--- config.mk ---
export PLATFORM = sky130hd
export DESIGN_NAME = ipc_byte_judge
export DESIGN_NICKNAME = d
export VERILOG_FILES = /design/src/rtl/ipc_pkg.sv /design/src/rtl/ipc_byte_judge.sv
export SDC_FILE = /design/constraint.sdc
export NUM_CORES = 1
export LEC_CHECK = 0
export BUFFER_PORTS_ARGS = -buffer_cell sky130_fd_sc_hd__buf_2
export CAP_MARGIN = 20
export CORE_AREA = 2 2 39 41
export DETAILED_ROUTE_END_ITERATION = 10
export DIE_AREA = 0 0 41 43
export GPL_TIMING_DRIVEN = 0
export PLACE_DENSITY = 0.32
export SYNTH_ARGS = -nofsm -noshare
export SYNTH_HDL_FRONTEND = slang
export SYNTH_SLANG_ARGS = --single-unit
--- constraint.sdc ---
create_clock -name ref_clk_i -period 0.9 [get_ports ref_clk_i]
set_input_delay 0.18 -clock ref_clk_i [delete_from_list [all_inputs] [get_ports ref_clk_i]]
set_output_delay 0.18 -clock ref_clk_i [all_outputs]
set_load 0.02 [all_outputs]
--- src/rtl/ipc_pkg.sv ---
// shared constants and carrier types for the image presence checker
package ipc_pkg;
    localparam int unsigned ADDR_W        = 24;
    localparam int unsigned DATA_W        = 8;
    localparam int unsigned CHECK_BYTES   = 16;
    localparam int unsigned CNT_W         = 5;
    localparam logic [7:0]  BLANK_BYTE    = 8'hFF;
    localparam logic [23:0] START_ADDR_RST = 24'h000000;

    // request group towards the flash-access block
    typedef struct packed {
        logic [23:0] addr;
        logic        read;
        logic        rden;
    } ipc_flash_req_t;

    // answer group from the flash-access block
    typedef struct packed {
        logic       busy;
        logic       valid;
        logic [7:0] data;
    } ipc_flash_rsp_t;

    typedef enum logic [2:0] {
        IPC_IDLE,
        IPC_SETUP,
        IPC_LAUNCH,
        IPC_WAIT,
        IPC_DRAIN,
        IPC_DONE
    } ipc_state_t;
endpackage : ipc_pkg

--- src/rtl/ipc_byte_judge.sv ---
// byte judge: folds read bytes into blank and partial verdicts
`timescale 1ns/1ps
`default_nettype none
module ipc_byte_judge
    import ipc_pkg::*;
(
    input  wire logic             ref_clk_i,
    input  wire logic             srst_i,
    input  wire logic             clear_i,
    input  wire logic             take_i,
    input  wire logic [7:0]       byte_i,
    output logic                  any_blank_o,
    output logic                  all_blank_o
);
    logic any_blank_q;
    logic any_blank_d;
    logic all_blank_q;
    logic all_blank_d;

    // blank byte test
    function automatic logic is_blank(input logic [7:0] b);
        return b == BLANK_BYTE;
    endfunction : is_blank

    // next verdict: any blank byte marks a partial or empty image
    always_comb begin
        any_blank_d = any_blank_q;
        all_blank_d = all_blank_q;
        if (clear_i) begin
            any_blank_d = 1'b0;
            all_blank_d = 1'b1;
        end else if (take_i) begin
            any_blank_d = any_blank_q | is_blank(byte_i);
            all_blank_d = all_blank_q & is_blank(byte_i);
        end
    end

    // verdict registers
    always_ff @(posedge ref_clk_i) begin
        if (srst_i) begin
            any_blank_q <= 1'b0;
            all_blank_q <= 1'b1;
        end else begin
            any_blank_q <= any_blank_d;
            all_blank_q <= all_blank_d;
        end
    end

    assign any_blank_o = any_blank_q;
    assign all_blank_o = all_blank_q;
endmodule : ipc_byte_judge
`default_nettype wire

* Word-level counts from Yosys, hierarchy flattened *
Index checks and enable logic that the tools add are counted.

word-level totals
  register bits = 2
  bits of input ports = 12
  output and inout port bits = 2
  logic and storage cells = 6

cells by class
  eq/ne operators = 1
  bitwise gates (word level) = 2
  reductions and logical operators = 1

operator list
  operator                               number
  8-bit == test (second input constant)  1
  2-bit OR reduction                     1
  1-bit bitwise AND                      1
  1-bit OR                               1

* Longest topological paths before layout *
  depth in word-level cells = 2
  gate-level depth with buffers = 3
  mapped depth without buffers = 3

* Worst setup path before layout *
Ideal clock, no wire load.

  path kind = reg2reg
  start = reg all_blank_q (netlist: all_blank_o)
  end = reg all_blank_q (netlist: all_blank_o)
  setup time = 0.120 ns
  data arrival time = 0.611 ns
  data required time = 0.780 ns
  setup slack = 0.169 ns
  stages on the path, launching flop included = 2
  path buffers = 0
  clock period less this slack = 0.731 ns
  path through = dfxtp_1 a211o_1

on the way
  longest elaborated chain between the ends = 1

ends and longest elaborated chain
  item                    line                  RTL
  start, declared         ipc_byte_judge.sv:17  logic all_blank_q;
  start signal, assigned  ipc_byte_judge.sv:45  all_blank_q <= all_blank_d;
  1-bit bitwise AND       ipc_byte_judge.sv:34  all_blank_d = all_blank_q & is_blank(byte_i);

Every way passes these cells.
A chain may end at the register's enable or synchronous reset.

* Worst setup path in the final report *
  start = reg any_blank_q (netlist: any_blank_o)
  end = out any_blank_o

RTL lines
  item                    line                  RTL
  start, declared         ipc_byte_judge.sv:15  logic any_blank_q;
  start signal, assigned  ipc_byte_judge.sv:44  any_blank_q <= any_blank_d;
  end, declared           ipc_byte_judge.sv:12  output logic any_blank_o,

No word-level cell between the ends.

==> flow_summary.ini <==
[floorplan]
core_area_um2 = 1380
die_width_um = 41
rows = 14
start_util_pct = 6.15
die-area_um2 = 1760
die_h_um = 43
io_pins = 14

[clock_network]
cts_tree = done
clk_pin_slew_ps = 30
cts-root-buf = clkbuf_4
post_cts_buffers = 0
clk_path_buf_depth = 2
cts_sinks = 2
cts_buffers = 3
cts.htree.levels = 1
worstSkewPairLatency_ps = 220

[critical_path]
crit_path_top_delay_cell = dfxtp_1
critPathKind = reg -> out
crit_chain = buf_4
crit_arrival_ps = 680
slowest_delay_ps = 320
cp_top_family = flip-flops
cp_num_buf_inv = 1
end_kind = primary output
rr_worst_depth = 1
rr_endpoint = all_blank_o
rr_startpoint = all_blank_o
r2r_slack_ps = 230
path_max_fanout = 2
crit_path_start_kind = flop
crit_required_ps = 720

[placed_design]
io_buffers = 13
routabilityCongestion = 0.540
post-place-cells = 39
placed_cell_area_um2 = 170

[power]
p_leak_nw = 0.0942
ir_drop_mv = 0.348
p_total_mw = 0.332
clkPwrFrac_pct = 59.4
power.density_nw_per_um2 = 1640
power_switching_mw = 0.0679
p_sw_share_pct = 20.5
p_int_mw = 0.264
pwr-share-comb_pct = 12.4
seqPwrFrac_pct = 28.2

[sta]
finClkSkew_ps = 0
maxClockFrequency_ghz = 1.17
finalMaxSlewViolations = 0
fin_crit_sh_pct = 95.2
rsz0062_at_grt = false
period_minus_slack_ps = 857
relSlewSlack_pct = 87.7
worst_slew_pin_slew_ps = 183
setup_viol = 0
setup_tns_ps = 0
finalHoldViolations = 0

[layout]
layout.cells.non_filler = 42
layout_common_cells = buf_2, clkbuf_4, nand4_1, nand2_1
area_growth_pct = 138
drive_gt1_share_pct = 65.4
n_antenna_cell = 0
fin_util_pct = 14.6
final_common_cell = buf_2
stdcell_area_um2 = 203
nNetsFinal = 40

[global_route]
grt_max_degree = 3
grt_antenna_before_repair = 0
grt_overflow = 0
grt_pass1_wl_um = 655
grt_pass1_vias = 151
grt_util_all_layers_pct = 6.81

[route]
dr.pass1.iters = 2
route.detailed.drc = 0
dr.first_iter.drc_count = 2
drt_wl_total_um = 404
via_count = 146
wl_per_cell_um = 9.62
viasPerCell = 3.48
final_antenna_net_count = 0

[synth]
synth_warnings = 0
synth_area_leader_cell = dfxtp_1
syn_avg_cell_area_um2 = 8.51
synth.distinct_cells = 7
netlist_top_cells_area = dfxtp_1, nand4_1, a211o_1
ys_ff_latch = 2
synth_fp_nets = 22
syn_inst = 10
syn_area_um2 = 85.1
synth-seq-area-share_pct = 47.1
yosysTopAreaCellShare_pct = 47.1

[hold_path]
min-delay-start = clear_i
hold_path.class = in -> reg
hold-path-cell-count = 2
holdPathEnd = all_blank_o

[job]
drv_cap = 0

[outcome]
status = completed
==> logic make-up after synthesis <==
family	Yosys count	synth area share, %
AOI/OAI and AO/OA	3	25.0
and+or+nand+nor	5	27.9
DFF	2	47.1
==> sequential cells by signal (all words and copies together) (netlist names) <==
signal       count
all_blank_o      1
any_blank_o      1
==> what timing repair did <==
action	in CTS	in global routing
endpoints found under the setup margin	0	2
hold buffers	0	0
gates resized for setup	0	4
==> worst max path at each step <==
stage	slack [ps]	to	cells after the start	startpoint
finish	40	any_blank_o	1	any_blank_o
global route	1	any_blank_o	1	any_blank_o
CTS	10	all_blank_o	1	all_blank_o
detailed placement	40	all_blank_o	4	byte_i[2]
global placement	40	all_blank_o	4	byte_i[6]
floorplan	170	all_blank_o	1	all_blank_o
==> per-layer routing <==
layer | vias to the layer above | share of wire [%] | routed length [um] | track usage (%)
li1 | 73 | - | - | -
met1 | 57 | 48 | 195 | 7.35
met2 | 14 | 22 | 87 | 5.31
met3 | 2 | 28 | 113 | 9.95
met4 | 0 | 1.5 | 6 | 6.00
met5 | - | 0 | 0 | 0
==> through the flow <==
step	worst slack (ps)	hold WS [ps]
final	43.2	159
after global routing	1.22	148
after CTS	10.1	151
after detailed placement	42.4	388
after global placement	37.3	384
after floorplan	169	274
==> power groups by stage <==
stage | clock network [mW] | registers, mW | logic (mW)
2_1_floorplan | 0 | 0.0965 | 0.00694
3_3_place_gp | 0 | 0.0937 | 0.0391
3_5_place_dp | 0 | 0.0937 | 0.0389
4_1_cts | 0.210 | 0.0925 | 0.0391
5_1_grt | 0.236 | 0.0936 | 0.0465
6_report | 0.197 | 0.0935 | 0.0412
==> synth_stat cells <==
cell / number
o21ai_1: 1
dfxtp_1: 2
nand4_1: 2
o31ai_1: 1
a211o_1: 1
nor2_1: 1
nand2_1: 2
==> final cells by class <==
type | instances | area (um2)
multi-input combinational | 8 | 45.0
timing repair buffer | 13 | 73.8
sequential | 2 | 41.3
fill | 166 | 1180
tap | 16 | 20.0
clock buffer | 3 | 22.5
(Power assumes the default switching activity.)
